<file path="config.mk">
export PLATFORM = sky130hd
export DESIGN_NAME = cfg_space
export DESIGN_NICKNAME = d
export VERILOG_FILES = /design/src/shared/cfg_space_pkg.sv /design/src/verilog/cfg_space.sv
export SDC_FILE = /design/constraint.sdc
export NUM_CORES = 1
export LEC_CHECK = 0
export BUFFER_PORTS_ARGS = -buffer_cell sky130_fd_sc_hd__buf_2
export CORE_MARGIN = 1.5
export CORE_UTILIZATION = 48
export DETAILED_ROUTE_END_ITERATION = 12
export PLACE_DENSITY = 0.74
export SYNTH_ARGS = -nofsm -noshare
export SYNTH_HDL_FRONTEND = slang
export SYNTH_SLANG_ARGS = --single-unit
</file>
<file path="constraint.sdc">
create_clock -name mclk -period 1.8 [get_ports mclk]
set_input_delay 0.36 -clock mclk [delete_from_list [all_inputs] [get_ports mclk]]
set_output_delay 0.36 -clock mclk [all_outputs]
set_load 0.03 [all_outputs]
</file>
<file path="src/shared/cfg_space_pkg.sv">
/*
  package for the type0 configuration space block: register offsets,
  field layout, preset values and the structs for identifiers, requests and credits.
  assumes a single 250 MHz clock and a plain register port.
*/
package cfg_space_pkg;

  // dword byte addresses of the type0 header
  localparam logic [11:0] off_id_word      = 12'h000;
  localparam logic [11:0] off_cmd_status   = 12'h004;
  localparam logic [11:0] off_class_rev    = 12'h008;
  localparam logic [11:0] off_self_test_info_hdr     = 12'h00c;
  localparam logic [11:0] off_bar_first    = 12'h010;
  localparam logic [11:0] off_bar_last     = 12'h024;
  localparam logic [11:0] off_cardbus      = 12'h028;
  localparam logic [11:0] off_subsys       = 12'h02c;
  localparam logic [11:0] off_option_rom   = 12'h030;
  localparam logic [11:0] off_cap_ptr      = 12'h034;
  // private register: credit advertisement and option readback
  localparam logic [11:0] off_credit_cfg   = 12'h100;
  localparam logic [11:0] off_option_stat  = 12'h104;

  // field positions inside the self_test_info/header dword
  localparam int hdr_lsb  = 16;
  localparam int self_test_info_lsb = 24;

  // preset values (user selectable at generation time)
  localparam logic [15:0] preset_function_type_id      = 16'h0000;
  localparam logic [15:0] preset_maker_id              = 16'h0000;
  localparam logic [23:0] preset_class_code            = 24'h000000;
  localparam logic [7:0]  preset_revision_number       = 8'h00;
  localparam logic [7:0]  preset_self_test_info        = 8'h00;
  localparam logic [7:0]  preset_header_layout         = 8'h00;
  localparam logic [15:0] preset_subsystem_function_id = 16'h0000;
  localparam logic [15:0] preset_subsystem_maker_id    = 16'h0000;
  localparam logic [31:0] preset_cardbus_ptr           = 32'h00000000;
  localparam logic [31:0] preset_option_rom            = 32'h00000000;
  localparam logic        preset_option_rom_en         = 1'b0;
  localparam logic [7:0]  preset_cap_ptr               = 8'h50;

  // six bars: preset value (size mask plus type bits) and enable
  localparam logic [5:0]  preset_bar_en = 6'h03;
  localparam logic [31:0] preset_bar [6] = '{
    32'hfff0000c, 32'hffffffff, 32'h00000000,
    32'h00000000, 32'h00000000, 32'h00000000};

  // non-posted receive credits advertised in init
  localparam logic [5:0]  preset_nph_credits = 6'h20;
  localparam logic [5:0]  preset_npd_credits = 6'h20;
  localparam logic [5:0]  credit_min         = 6'h01;
  localparam logic [5:0]  credit_max         = 6'h20;

  // bar low bits
  localparam int bar_type_lsb = 1;
  localparam logic [1:0] bar_type_64 = 2'h2;

  typedef struct packed {
    logic [15:0] function_type_id;
    logic [15:0] maker_id;
    logic [23:0] class_code;
    logic [7:0]  revision_number;
    logic [15:0] subsystem_function_id;
    logic [15:0] subsystem_maker_id;
  } ident_t;

  typedef struct packed {
    logic [11:0] addr;
    logic [31:0] wdata;
    logic        wr;
    logic        rd;
  } reg_req_t;

  typedef struct packed {
    logic [5:0] nph;
    logic [5:0] npd;
  } credits_t;

endpackage

</file>
<file path="src/verilog/cfg_space.sv">
/*
  type0 configuration space of an express endpoint with initial
  non-posted credit advertisement and optional identifier loading from
  ports. assumes requests arrive decoded as dword reads and writes on a
  plain register port, one clock mclk, asynchronous active-low rst_n.
*/
// Summary of operation
// RQ1: advertise configurable non-posted header, data credits
// RQ2: header and capability structures load user presets
// RQ3: function type identifier is 16 bit read-only
// RQ4: maker identifier is 16 bit read-only
// RQ5: class code is 24 bit read-only
// RQ6: revision number is 8 bit read-only
// RQ7: self-test field is 8 bit read-only
// RQ8: header layout field is 8 bit read-only
// RQ9: disabled base registers claim no address space
// RQ10: enabled base registers request preset window size
// RQ11: 64-bit windows pair even low, odd high
// RQ12: optional cardbus pointer locates card information
// RQ13: subsystem function identifier 16 bit read-only
// RQ14: subsystem maker identifier 16 bit read-only
// RQ15: option rom enable gates its base field
// RQ16: port loading takes identifiers from user inputs
// RQ17: writes to read-only identity fields ignored
// RQ18: user keeps identifier inputs stable after reset
module cfg_space (
  // clock and reset
  input  wire logic                      mclk,
  input  wire logic                      rst_n,
  // register port
  input  wire logic [11:0]               addr,
  input  wire logic [31:0]               wdata,
  input  wire logic                      wr,
  input  wire logic                      rd,
  output logic      [31:0]               rdata,
  // generation options
  input  wire logic                      identifier_port_loading,
  // user identifier ports, from logic on mclk
  input  wire cfg_space_pkg::ident_t     ident_in,
  // flow control init advertisement
  output cfg_space_pkg::credits_t        init_credits,
  // decoded state for the transaction layer
  output logic      [5:0]                bar_claim,
  output logic                           option_rom_claim,
  output logic                           mem_space_en
);

  typedef struct packed {
    logic [31:0]              rdata;
    cfg_space_pkg::ident_t    ident;
    logic [5:0][31:0]         bar;
    logic [31:0]              option_rom;
    logic [15:0]              command;
    cfg_space_pkg::credits_t  credits;
    logic                     loaded;
    logic [5:0]               claim;
    logic                     rom_claim;
  } state_t;

  state_t cur;
  state_t nxt;

  // a bar is 64-bit when the even one of its pair carries type 10
  function automatic logic is_upper(input logic [5:0][31:0] b, input int i);
    // i & 6 names the even partner and never leaves the array
    return (i % 2 == 1) &&
      (b[i & 6][cfg_space_pkg::bar_type_lsb +: 2] == cfg_space_pkg::bar_type_64);
  endfunction

  // writable bits of a bar are those set in the preset size mask
  function automatic logic [31:0] bar_mask(input int i);
    logic [31:0] m;
    m = cfg_space_pkg::preset_bar[i];
    if (i % 2 == 1 &&
        cfg_space_pkg::preset_bar[i & 6][cfg_space_pkg::bar_type_lsb +: 2] ==
        cfg_space_pkg::bar_type_64) begin
      return m;                                                      // RQ11
    end
    return {m[31:4], 4'h0};                                          // RQ10
  endfunction

  logic [31:0] rd_word;
  logic [2:0]  bar_idx;

  always_comb begin
    bar_idx = 3'((addr - cfg_space_pkg::off_bar_first) >> 2);
    rd_word = 32'h00000000;
    unique case (1'b1)
      addr == cfg_space_pkg::off_id_word:
        rd_word = {cur.ident.function_type_id, cur.ident.maker_id};  // RQ3 RQ4
      addr == cfg_space_pkg::off_cmd_status:
        rd_word = {16'h0010, cur.command};
      addr == cfg_space_pkg::off_class_rev:
        rd_word = {cur.ident.class_code, cur.ident.revision_number}; // RQ5 RQ6
      addr == cfg_space_pkg::off_self_test_info_hdr:
        rd_word = {cfg_space_pkg::preset_self_test_info,
                   cfg_space_pkg::preset_header_layout, 16'h0000};   // RQ7 RQ8
      addr >= cfg_space_pkg::off_bar_first && addr <= cfg_space_pkg::off_bar_last:
        rd_word = cfg_space_pkg::preset_bar_en[bar_idx] ?
                  cur.bar[bar_idx] : 32'h00000000;                   // RQ9
      addr == cfg_space_pkg::off_cardbus:
        rd_word = cfg_space_pkg::preset_cardbus_ptr;                 // RQ12
      addr == cfg_space_pkg::off_subsys:
        rd_word = {cur.ident.subsystem_function_id,
                   cur.ident.subsystem_maker_id};                    // RQ13 RQ14
      addr == cfg_space_pkg::off_option_rom:
        rd_word = cfg_space_pkg::preset_option_rom_en ?
                  cur.option_rom : 32'h00000000;                     // RQ15
      addr == cfg_space_pkg::off_cap_ptr:
        rd_word = {24'h000000, cfg_space_pkg::preset_cap_ptr};       // RQ2
      addr == cfg_space_pkg::off_credit_cfg:
        rd_word = {20'h00000, cur.credits.npd, cur.credits.nph};     // RQ1
      addr == cfg_space_pkg::off_option_stat:
        rd_word = {24'h000000, 1'b0, cur.rom_claim, cur.claim};
      default:
        rd_word = 32'h00000000;
    endcase
  end

  always_comb begin
    nxt       = cur;
    nxt.rdata = rd ? rd_word : cur.rdata;
    // identifiers: presets, or the user ports once after reset release,
    // taken a cycle later so an asynchronous reset never loads a port
    if (!cur.loaded) begin
      nxt.loaded = 1'b1;
      if (identifier_port_loading) begin
        nxt.ident = ident_in;                                        // RQ16 RQ18
      end
    end
    if (wr) begin
      unique case (1'b1)
        addr == cfg_space_pkg::off_cmd_status:
          nxt.command = {5'h00, wdata[10], 8'h00, wdata[1:0]};
        addr >= cfg_space_pkg::off_bar_first && addr <= cfg_space_pkg::off_bar_last:
          if (cfg_space_pkg::preset_bar_en[bar_idx]) begin           // RQ9
            nxt.bar[bar_idx] = (wdata & bar_mask(int'(bar_idx))) |
                               (cfg_space_pkg::preset_bar[bar_idx] &
                                ~bar_mask(int'(bar_idx)));           // RQ10
          end
        addr == cfg_space_pkg::off_option_rom:
          if (cfg_space_pkg::preset_option_rom_en) begin             // RQ15
            nxt.option_rom = wdata & {cfg_space_pkg::preset_option_rom[31:11],
                                      11'h001};
          end
        addr == cfg_space_pkg::off_credit_cfg:
          begin
            if (wdata[5:0] >= cfg_space_pkg::credit_min &&
                wdata[5:0] <= cfg_space_pkg::credit_max) begin
              nxt.credits.nph = wdata[5:0];                          // RQ1
            end
            if (wdata[11:6] >= cfg_space_pkg::credit_min &&
                wdata[11:6] <= cfg_space_pkg::credit_max) begin
              nxt.credits.npd = wdata[11:6];                         // RQ1
            end
          end
        // identity, class, self-test and header words have no write path
        default: nxt.command = nxt.command;                          // RQ17
      endcase
    end
    // a window is claimed only when enabled, assigned and memory is on
    for (int i = 0; i < 6; i++) begin
      nxt.claim[i] = cfg_space_pkg::preset_bar_en[i] && cur.command[1] &&
                     !is_upper(cur.bar, i) &&
                     (cur.bar[i][31:4] != 28'h0000000);              // RQ9 RQ11
    end
    nxt.rom_claim = cfg_space_pkg::preset_option_rom_en &&
                    cur.option_rom[0] && cur.command[1];             // RQ15
  end

  always_ff @(posedge mclk or negedge rst_n) begin
    if (!rst_n) begin
      cur.rdata   <= 32'h00000000;
      cur.ident   <= '{function_type_id:      cfg_space_pkg::preset_function_type_id,
                       maker_id:              cfg_space_pkg::preset_maker_id,
                       class_code:            cfg_space_pkg::preset_class_code,
                       revision_number:       cfg_space_pkg::preset_revision_number,
                       subsystem_function_id: cfg_space_pkg::preset_subsystem_function_id,
                       subsystem_maker_id:    cfg_space_pkg::preset_subsystem_maker_id};
      for (int i = 0; i < 6; i++) begin
        cur.bar[i] <= cfg_space_pkg::preset_bar[i];                  // RQ2 RQ10
      end
      cur.option_rom <= cfg_space_pkg::preset_option_rom;
      cur.command    <= 16'h0000;
      cur.credits    <= '{nph: cfg_space_pkg::preset_nph_credits,
                          npd: cfg_space_pkg::preset_npd_credits};   // RQ1
      cur.loaded     <= 1'b0;
      cur.claim      <= 6'h00;
      cur.rom_claim  <= 1'b0;
    end else begin
      cur <= nxt;
    end
  end

  assign rdata            = cur.rdata;
  assign init_credits     = cur.credits;
  assign bar_claim        = cur.claim;
  assign option_rom_claim = cur.rom_claim;
  assign mem_space_en     = cur.command[1];

endmodule

</file>
==> results of run 1 <==
-- routing by layer --
layer / wire [um] / global-route usage [%] / part of all wire (%) / up-vias
met5: 0 / 0 / 0 / -
li1: - / - / - / 3252
met3: 1980 / 4.20 / 7.3 / 63
met1: 11200 / 34.7 / 41 / 3658
met2: 12700 / 40.8 / 47 / 334
met4: 1130 / 9.95 / 4.2 / 0
-- area by class of cell --
type | instances | share of cell area (%)
clock inverter | 13 | 1.70
clock buffer | 29 | 5.25
antenna | 2 | 0.0411
tap | 270 | 2.78
inverter | 20 | 0.617
multi-input combinational | 484 | 32.3
sequential | 210 | 43.7
timing repair buffer | 257 | 13.7
-- power by group through the flow --
stage	combinational [mW]	sequential, mW	clock (mW)
after floorplan	0.822	5.35	0
after global placement	1.27	5.45	0
after detailed placement	1.31	5.45	0
after CTS	1.32	5.38	5.26
after global routing	1.41	5.42	5.45
final	1.31	5.38	5.19
-- layout by cell type, fill, tap and decap left out, types with 3 or more instances in the layout --
master / instances
buf_2: 190
mux2_2: 177
dfrtp_1: 162
nand2_1: 51
buf_4: 49
dfstp_2: 48
nor2_1: 36
a31oi_1: 35
a21oi_1: 23
clkbuf_16: 23
nor4_1: 22
a22oi_1: 21
inv_1: 20
nor2b_1: 20
mux2i_1: 19
buf_12: 16
a221oi_1: 14
o41ai_1: 6
conb_1: 6
nand3_1: 5
or3_1: 5
clkbuf_8: 5
bufinv_16: 5
nand4_1: 4
nor3_2: 4
or4_1: 4
o21ai_0: 4
clkinv_2: 4
or3b_2: 3
nand3b_1: 3
nor3_1: 3
and3_1: 3
-- worst max-delay path: stages --
cell and delay, ns:
buf_2 0.11, or4_4 0.58, buf_4 0.23, nor4b_4 0.30, buf_4 0.22, buf_12 0.14, nand2_1 0.05, a31oi_1 0.17
-- what timing repair did --
item,in CTS,in global routing
endpoints found under the setup margin,0,6
hold buffers,1,0
setup buffers,0,1
endpoints found under the hold margin,32,0
resized for setup,0,1
-- registers in the layout (all words and copies together), names as in the netlist --
signal and cells:
init_credits 12, cur 163, mem_space_en 1, bar_claim 2, rdata 32
-- path summary, 6_finish.rpt --
kind	to	slack, ns	depth (start not counted)
worst max register to register	cur[332]	0.33	3
worst max-delay path	rdata[25]	0.06	8
worst min-delay path	cur[121]	0.07	3
worst min register to register	cur[103]	0.48	2
max in group asynchronous	cur[100]	0.79	3
min in group asynchronous	init_credits[2]	0.38	2
-- per-stage QoR --
stage	worst slack (ns)	hold slack (ns)	cell area, um2	setup TNS (ns)
2_1_floorplan	-0.402	0.0644	9920	-23.05
3_5_place_dp	-0.470	0.357	11300	-36.53
6_report	0.0584	0.0652	12200	0
5_1_grt	0.00409	0.0662	12200	0
3_3_place_gp	-0.449	0.355	11300	-35.02
4_1_cts	0.0505	0.0574	12100	0
-- cells by family after synthesis --
| logic type | count (synthesis) | share of synthesized area [%] |
|---|---|---|
| other | 2 | 0.0766 |
| AOI/OAI and AO/OA | 108 | 7.40 |
| muxes | 196 | 22.3 |
| buffers and inverters | 120 | 6.71 |
| DFF | 210 | 54.2 |
| and+or+nand+nor | 174 | 9.35 |
==> results.txt, run 1 <==
status = completed
P&R area growth vs syn = 24.0%
initial antenna violation count = 3
number of iterations in the first detailed-routing pass = 5
mean routed wirelength per cell = 21.1 um
Slew @ Worst Pin = 0.497 ns
total die area = 21300 um2
Psw = 2.86 mW
Lkg Pwr = 5.70 nW
clock skew = 0.0163 ns
die span in y = 146 um
utilization after layout = 60.5%
CTS clk-pin slew, worst paths = 0.06 ns
FF-to-FF Start = cur[7]
row count = 52
first-pass GRT wire length = 41700 um
Placed Cells = 1239
placer's final routability congestion estimate = 0.863
Switching Fraction = 24.1%
fin crit share = 96.8%
max cap viols = 0
syn_area_per_cell = 12.1 um2
Seq cells post-synth = 210
register area share after synthesis = 54.2%
Setup CP Type = input port to flop
Hold Path Class = input port to flop
vias in the first global route = 7330
internal power = 9.02 mW
Synth Flop Type = dfrtp_1
share of cells above drive strength 1 = 53.5%
initial drt markers = 401
routed via count = 7307
Final nets = 1141
post-route minimum period = 1.74 ns
# IOs = 197
Mapped Cells = 810
min-delay src = wdata[21]
top-count cell post-synth = mux2_2
startpoint types = input port
Reg area = 5320 um2
Area contributors post-synth = dfrtp_1 (41%), mux2_2 (20%), dfstp_2 (13%), buf_4 (4.0%), a31oi_1 (2.2%)
GR Overflow Total = 0
f_max = 0.574 GHz
Clk network pwr share = 43.7%
DRC viols = 0
Worst-Skew Late Latency = 0.51 ns
area share of the largest cell type after synthesis = 41.3%
final count of negative-setup-slack endpoints = 0
Clock Sinks = 210
Post-Syn Area = 9810 um2
Placeable Area = 20100 um2
final hold vios = 0
port bufs = 191
Peak VDD IR = 0.733 mV
# fillers = 1617
Synth cell types = 39
die width = 146 um
Worst setup startpoint = addr[11]
PnR Total Power = 11.9 mW
total track usage = 25.4%
Yosys warning count = 0
Rel. slew slack = 66.5%
vias per std cell = 5.69
Post-synth EDFFs = 0
largest net degree at the start of global routing = 50
Post-DP HPWL = 20300 um
multi-input logic area = 3920 um2
worst-path fanout max = 15
unrepaired setup endpoints after global routing = false
Worst EP required = 2.22 ns
Pwr Density = 977 nW/um2
Slew Limit Fails = 0
Post-synth top cells = mux2_2 (177), dfrtp_1 (162), buf_4 (52)
Starting Density = 48.8%
Post-synth ARST share = 100%
final cell count without fillers = 1285
antenna-violating nets left = 0
Num CTS Buffers = 23
H-tree depth = 1
Root Buffer = clkbuf_16
Sequential Power Share = 45.3%
CTS tree = yes
Critical Path Sink Type = flop
final wirelength = 27100 um
Combinational Power Share = 11.0%
Yosys top cell by area = dfrtp_1
Worst EP arrival = 2.16 ns
clock tree buffer depth = 3
Power figures use the tool's default switching activity.
==> run 2, diff against run 1 <==
--- a/config.mk
+++ b/config.mk
@@ -6,7 +6,7 @@
 export NUM_CORES = 1
 export LEC_CHECK = 0
 export BUFFER_PORTS_ARGS = -buffer_cell sky130_fd_sc_hd__buf_2
-export CORE_MARGIN = 1.5
+export CORE_MARGIN = 2
 export CORE_UTILIZATION = 48
 export DETAILED_ROUTE_END_ITERATION = 12
 export PLACE_DENSITY = 0.74
==> run 2 against run 1 <==
Count of clock-buffer cells in the layout rose by 6. First-iteration DRC count rose by 2.5%. Flip-flop and latch count did not move. Clock power fell by 10%. Cell area fell by 1.5%. Largest power group unchanged. Critical endpoint is now cur[96]. Sequential power barely moved. Highest routed layer unchanged. Largest cell class unchanged. Combinational power fell by 3%. Setup slack got worse by 0.035 ns. Via count fell by 2.0%.
==> results.txt, run 2 (synthesis results as in run 1) <==
status = completed
clock tree buffer depth = 3 (unchanged)
fin crit share = 98.7% (+1.9 points)
Sequential Power Share = 47.5% (+2.2 points)
Peak VDD IR = 0.595 mV (-19%)
worst path cell trace = buf_2, or4_4, nor4_4, nor3b_4, buf_6, clkbuf_16, mux2_2
total track usage = 24.6% (-0.84 points)
H-tree depth = 1 (unchanged)
Slowest-stage cell, CP = or4_4
GR Overflow Total = 0 (unchanged)
WHS = 0.0828 ns (+0.0176 ns)
vias per std cell = 5.60 (-1.6%)
port bufs = 191 (unchanged)
largest net degree at the start of global routing = 90 (+80%)
final hold vios = 0 (unchanged)
Post-DP HPWL = 20000 um (-1.6%)
Lkg Pwr = 5.62 nW (-1.5%)
clock skew = 0.0156 ns (-0.000703 ns)
Post-Route Setup TNS = 0 ns (unchanged)
Setup CP Type = input port to flop
worst slack, placed = -0.499 ns (-0.0295 ns)
Num CTS Buffers = 23 (unchanged)
CTS clk-pin slew, worst paths = 0.06 ns (about the same)
Worst EP required = 2.22 ns (about the same)
Pwr Density = 945 nW/um2 (-3.3%)
Clock Sinks = 210 (unchanged)
post-route minimum period = 1.78 ns (+0.0346 ns)
max cap viols = 0 (unchanged)
internal power = 8.56 mW (-5.1%)
worst-path fanout max = 8 (-7)
Slew @ Worst Pin = 0.500 ns (+0.00311 ns)
Top reg by flops = cur
Critical Path Sink Type = flop
initial antenna violation count = 1 (-2)
P&R area growth vs syn = 22.2%
FF-to-FF Start = cur[7]
share of cells above drive strength 1 = 53.0% (-0.53 points)
Rel. slew slack = 66.2% (-0.34 points)
final count of negative-setup-slack endpoints = 0 (unchanged)
WHS Endpoint = cur[330]
FF-to-FF setup slack = 0.39 ns (+0.06 ns)
min-delay src = ident_in[70]
commonest non-fill, non-tap cell in the layout = buf_2
routed via count = 7163 (-2.0%)
Hold Path Class = input port to flop
vias in the first global route = 7160 (-2.3%)
Final Worst Setup Slack = 0.0238 ns (-0.0346 ns)
f_max = 0.563 GHz (-1.9%)
Final nets = 1137 (-0.35%)
Switching Fraction = 24.4% (+0.32 points)
PnR Total Power = 11.3 mW (-4.7%)
hold depth = 2 (-1)
row count = 52 (unchanged)
commonest non-fill, non-tap cells in the layout = buf_2 (191), mux2_2 (177), dfrtp_1 (162)
Placeable Area = 20200 um2 (+0.32%)
Worst EP arrival = 2.20 ns (+0.04 ns)
startpoint types = input port
# IOs = 197 (unchanged)
Crit Reg-Reg Endpoint = cur[331]
placer's final routability congestion estimate = 0.880 (+2.0%)
Slew Limit Fails = 0 (unchanged)
final wirelength = 27000 um (-0.44%)
mean routed wirelength per cell = 21.1 um (about the same)
initial drt markers = 411 (+2.5%)
Psw = 2.76 mW (-3.5%)
# fillers = 1658 (+2.5%)
total die area = 21600 um2 (+1.4%)
Combinational Power Share = 11.3% (+0.3 points)
Starting Density = 48.6% (-0.16 points)
DRC viols = 0 (unchanged)
antenna-violating nets left = 0 (unchanged)
die span in y = 147 um (+0.69%)
Clk network pwr share = 41.3% (-2.4 points)
Largest register FFs = 163 (unchanged)
die width = 147 um (+0.69%)
Worst-Skew Late Latency = 0.51 ns (about the same)
number of iterations in the first detailed-routing pass = 5 (unchanged)
Root Buffer = clkbuf_16
slowest stage delay, CP = 0.57 ns (about the same)
first-pass GRT wire length = 41000 um (-1.7%)
worst-case reg-to-reg path depth = 3 (unchanged)
CTS tree = yes
run 2: per-stage QoR:
stage / area [um2] / cells / util [%]
floorplan: 9920 / 814 / -
global placement: 11100 / 1231 / 55.2
detailed placement: 11100 / 1231 / 55.2
CTS: 11900 / 1273 / 59.0
global route: 12000 / 1278 / 59.4
finish: 12000 / 1280 / 59.4
run 2: critical path: cells and delay by family:
family                 cells  cell delay [ns]
muxes                      1             0.32
buffers and inverters      3             0.40
and+or+nand+nor            3             1.11
run 2: worst max path at each step:
stage                         from         to  slack, ns  depth (start not counted)
after detailed placement  addr[11]  rdata[29]      -0.50                          8
after CTS                 addr[11]  rdata[21]       0.01                          8
after global placement    addr[11]  rdata[26]      -0.43                          8
after floorplan           addr[11]    cur[89]      -0.40                          6
after global routing      addr[11]    cur[97]     -0.004                          7
final                     addr[11]    cur[96]       0.02                          7
run 2: repair_timing:
action	in CTS	in global routing
hold buffers	1	0
hold endpoints to repair	18	0
buffers inserted	0	3
resized for setup	0	5
endpoints found under the setup margin	0	27
run 2: final cells by class:
class	instances	area, um2	area share (%)
diodes	2	5.00	0.0418
clock buffers	35	701	5.85
repair buffers	253	1570	13.1
clock inverters	6	56.3	0.470
flip-flops and latches	210	5320	44.4
well taps	270	338	2.82
inverters	20	75.1	0.627
multi-input cells	484	3920	32.7
run 2: power by group through the flow:
stage / registers [mW] / logic [mW] / clock network [mW]
4_1_cts: 5.37 / 1.28 / 4.74
6_report: 5.38 / 1.27 / 4.67
3_3_place_gp: 5.45 / 1.24 / 0
3_5_place_dp: 5.45 / 1.28 / 0
2_1_floorplan: 5.35 / 0.822 / 0
5_1_grt: 5.42 / 1.38 / 4.97
run 2: metal layers:
| metal | wire (um) | part of all wire, % | vias to the layer above | GRT usage [%] |
|---|---|---|---|---|
| met1 | 11400 | 42 | 3594 | 33.8 |
| met5 | 0 | 0 | - | 0 |
| met4 | 933 | 3.5 | 0 | 7.69 |
| met2 | 12700 | 47 | 296 | 40.2 |
| li1 | - | - | 3226 | - |
| met3 | 1920 | 7.1 | 47 | 4.35 |
==> run 3, diff against run 2 <==
--- a/config.mk
+++ b/config.mk
@@ -7,9 +7,9 @@
 export LEC_CHECK = 0
 export BUFFER_PORTS_ARGS = -buffer_cell sky130_fd_sc_hd__buf_2
 export CORE_MARGIN = 2
-export CORE_UTILIZATION = 48
+export CORE_UTILIZATION = 49
 export DETAILED_ROUTE_END_ITERATION = 12
-export PLACE_DENSITY = 0.74
+export PLACE_DENSITY = 0.72
 export SYNTH_ARGS = -nofsm -noshare
 export SYNTH_HDL_FRONTEND = slang
 export SYNTH_SLANG_ARGS = --single-unit
==> constraint.sdc (replaced) <==
create_clock -name mclk -period 2.05 [get_ports mclk]
set_input_delay 0.41 -clock mclk [delete_from_list [all_inputs] [get_ports mclk]]
set_output_delay 0.41 -clock mclk [all_outputs]
set_load 0.03 [all_outputs]
==> run 3 against run 2 <==
Clock skew down 0.0071 ns. Core utilization up 1.6 points. Worst hold slack better by 0.024 ns. Count of clock-buffer cells in the layout unchanged. Final cell count down 1.1%. Routed wire length down 0.30%. Sequential share of layout area up 0.24 points. Combinational power down 12%. Clock power down 8.8%. Via count up 0.36%. Critical endpoint is now cur[93].
==> results.txt, run 3 (synthesis results as in run 1) <==
status = completed
Setup CP Type = input port to flop
total track usage = 25.3% (+0.74 points)
post-CTS setup buffer count = 0 (unchanged)
Reg area = 5320 um2 (unchanged)
worst slack, placed = -0.274 ns (+0.225 ns)
routed via count = 7189 (+0.36%)
# resized after CTS = 0 (unchanged)
vias per std cell = 5.68 (+1.5%)
vias in the first global route = 7346 (+2.6%)
Final nets = 1128 (-0.79%)
WL met2 = 12600 um (-0.83%)
internal power = 7.63 mW (-11%)
Final Worst Setup Slack = 0.228 ns (+0.204 ns)
Num CTS Buffers = 23 (unchanged)
Rel. slew slack = 43.9% (-22 points)
Psw = 2.47 mW (-11%)
Placed Cells = 1222 (-0.73%)
Lkg Pwr = 5.58 nW (-0.72%)
# IOs = 197 (unchanged)
first-pass GRT wire length = 42100 um (+2.6%)
Hold Path Class = input port to flop
DRC viols = 0 (unchanged)
GR Overflow Total = 0 (unchanged)
Combinational Power Share = 11.1% (-0.2 points)
Pwr Density = 848 nW/um2 (-10%)
Worst setup startpoint = addr[11]
clock tree buffer depth = 3 (unchanged)
number of iterations in the first detailed-routing pass = 5 (unchanged)
P&R area growth vs syn = 21.5%
CTS tree = yes
initial drt markers = 370 (-10%)
Worst-Skew Late Latency = 0.52 ns (about the same)
final hold vios = 0 (unchanged)
total die area = 21200 um2 (-2.0%)
H-tree depth = 1 (unchanged)
# fillers = 1610 (-2.9%)
worst-case reg-to-reg path depth = 3 (unchanged)
Slew @ Worst Pin = 0.841 ns (+0.340 ns)
FF-to-FF Start = cur[7]
Clock Sinks = 210 (unchanged)
Worst EP required = 2.50 ns (+0.28 ns)
fin crit share = 88.9%
utilization after layout = 61.0% (+1.6 points)
Slew Limit Fails = 0 (unchanged)
FF-to-FF setup slack = 0.66 ns (+0.27 ns)
unrepaired setup endpoints after global routing = false
port bufs = 191 (unchanged)
Worst EP arrival = 2.27 ns (+0.07 ns)
Critical Path Sink Type = flop
Largest register FFs = 163 (unchanged)
Root Buffer = clkbuf_16
worst-path fanout max = 19 (+11)
Crit Reg-Reg Endpoint = cur[263]
Met1 Wirelength = 11000 um (-3.4%)
commonest non-fill, non-tap cells in the layout = buf_2 (190), mux2_2 (177), dfrtp_1 (162)
instance area after placement = 11100 um2 (-0.25%)
Switching Fraction = 24.4% (+0.050 points)
Peak VDD IR = 0.710 mV (+19%)
row count = 51 (-1.9%)
f_max = 0.549 GHz
commonest non-fill, non-tap cell in the layout = buf_2
CTS clk-pin slew, worst paths = 0.06 ns (about the same)
placer's final routability congestion estimate = 0.853 (-3.1%)
CP endpoint = cur[93]
final instance area = 11900 um2 (-0.54%)
die span in y = 145 um (-1.0%)
antenna-violating nets left = 0 (unchanged)
Starting Density = 50.2% (+1.6 points)
largest net degree at the start of global routing = 55 (-39%)
share of cells above drive strength 1 = 52.4% (-0.58 points)
final wirelength = 26900 um (-0.30%)
Clk network pwr share = 42.2% (+0.9 points)
WHS = 0.106 ns (+0.0236 ns)
Sequential Power Share = 46.7% (-0.8 points)
final cell count without fillers = 1266 (-1.1%)
post-route minimum period = 1.82 ns
hold_buf cts = 1 (unchanged)
initial antenna violation count = 3 (+2)
Highest Signal Layer = met5
Placeable Area = 19500 um2 (-3.2%)
die width = 145 um (-1.0%)
multi-input logic area = 3900 um2 (-0.64%)
Post-DP HPWL = 20100 um (+0.27%)
clock skew = 0.00845 ns (-0.00713 ns)
startpoint types = input port
Top reg by flops = cur
max cap viols = 0 (unchanged)
final count of negative-setup-slack endpoints = 0 (unchanged)
mean routed wirelength per cell = 21.2 um (+0.80%)
WL met3 = 2320 um (+21%)
## run 3: cell count changes in the layout (fill, tap and decap cells not counted), moves of 2 or more
cell    previous run  this run
buf_12             9        11
or4b_4             2         0
or4b_2             0         2
buf_4             48        41
buf_6              2         0
## run 3: layer usage
layer,vias to the layer above,track usage (%)
met5,-,0
met4,4,8.33
met3,53,5.33
met2,324,41.3
met1,3590,34.1
li1,3218,-
## run 3: worst max-delay path, stage by stage
cell and delay [ns]:
buf_2 0.12, or4_4 0.57, nor4_4 0.34, nor3b_4 0.28, buf_12 0.19, mux2_2 0.34
## run 3: worst min path at each step
| stage | startpoint | end | slack (ns) | cells after the start |
|---|---|---|---|---|
| floorplan | rst_n | bar_claim[0] | 0.11 | 0 |
| global placement | rst_n | init_credits[1] | 0.40 | 1 |
| detailed placement | rst_n | init_credits[0] | 0.40 | 1 |
| CTS | wdata[20] | cur[120] | 0.09 | 3 |
| global route | ident_in[18] | cur[278] | 0.11 | 2 |
| finish | wdata[22] | cur[122] | 0.11 | 3 |
## run 3: power by group through the flow
stage	combinational, mW	clock (mW)	sequential [mW]
CTS	1.13	4.32	4.72
detailed placement	1.13	0	4.78
global route	1.22	4.49	4.75
floorplan	0.716	0	4.69
finish	1.12	4.26	4.72
global placement	1.10	0	4.77
## run 3: layout make-up
type / instances / share of cell area [%]
multi-input combinational: 484 / 32.7
inverter: 20 / 0.630
timing repair buffer: 244 / 12.6
tap: 265 / 2.78
clock inverter: 7 / 0.840
antenna: 1 / 0.0210
clock buffer: 35 / 5.80
sequential: 210 / 44.6
## run 3: stage by stage
stage	power, mW	TNS, ns
floorplan	5.41	-6.37
global placement	5.87	-15.87
detailed placement	5.91	-18.60
CTS	10.2	0
global route	10.5	0
finish	10.1	0
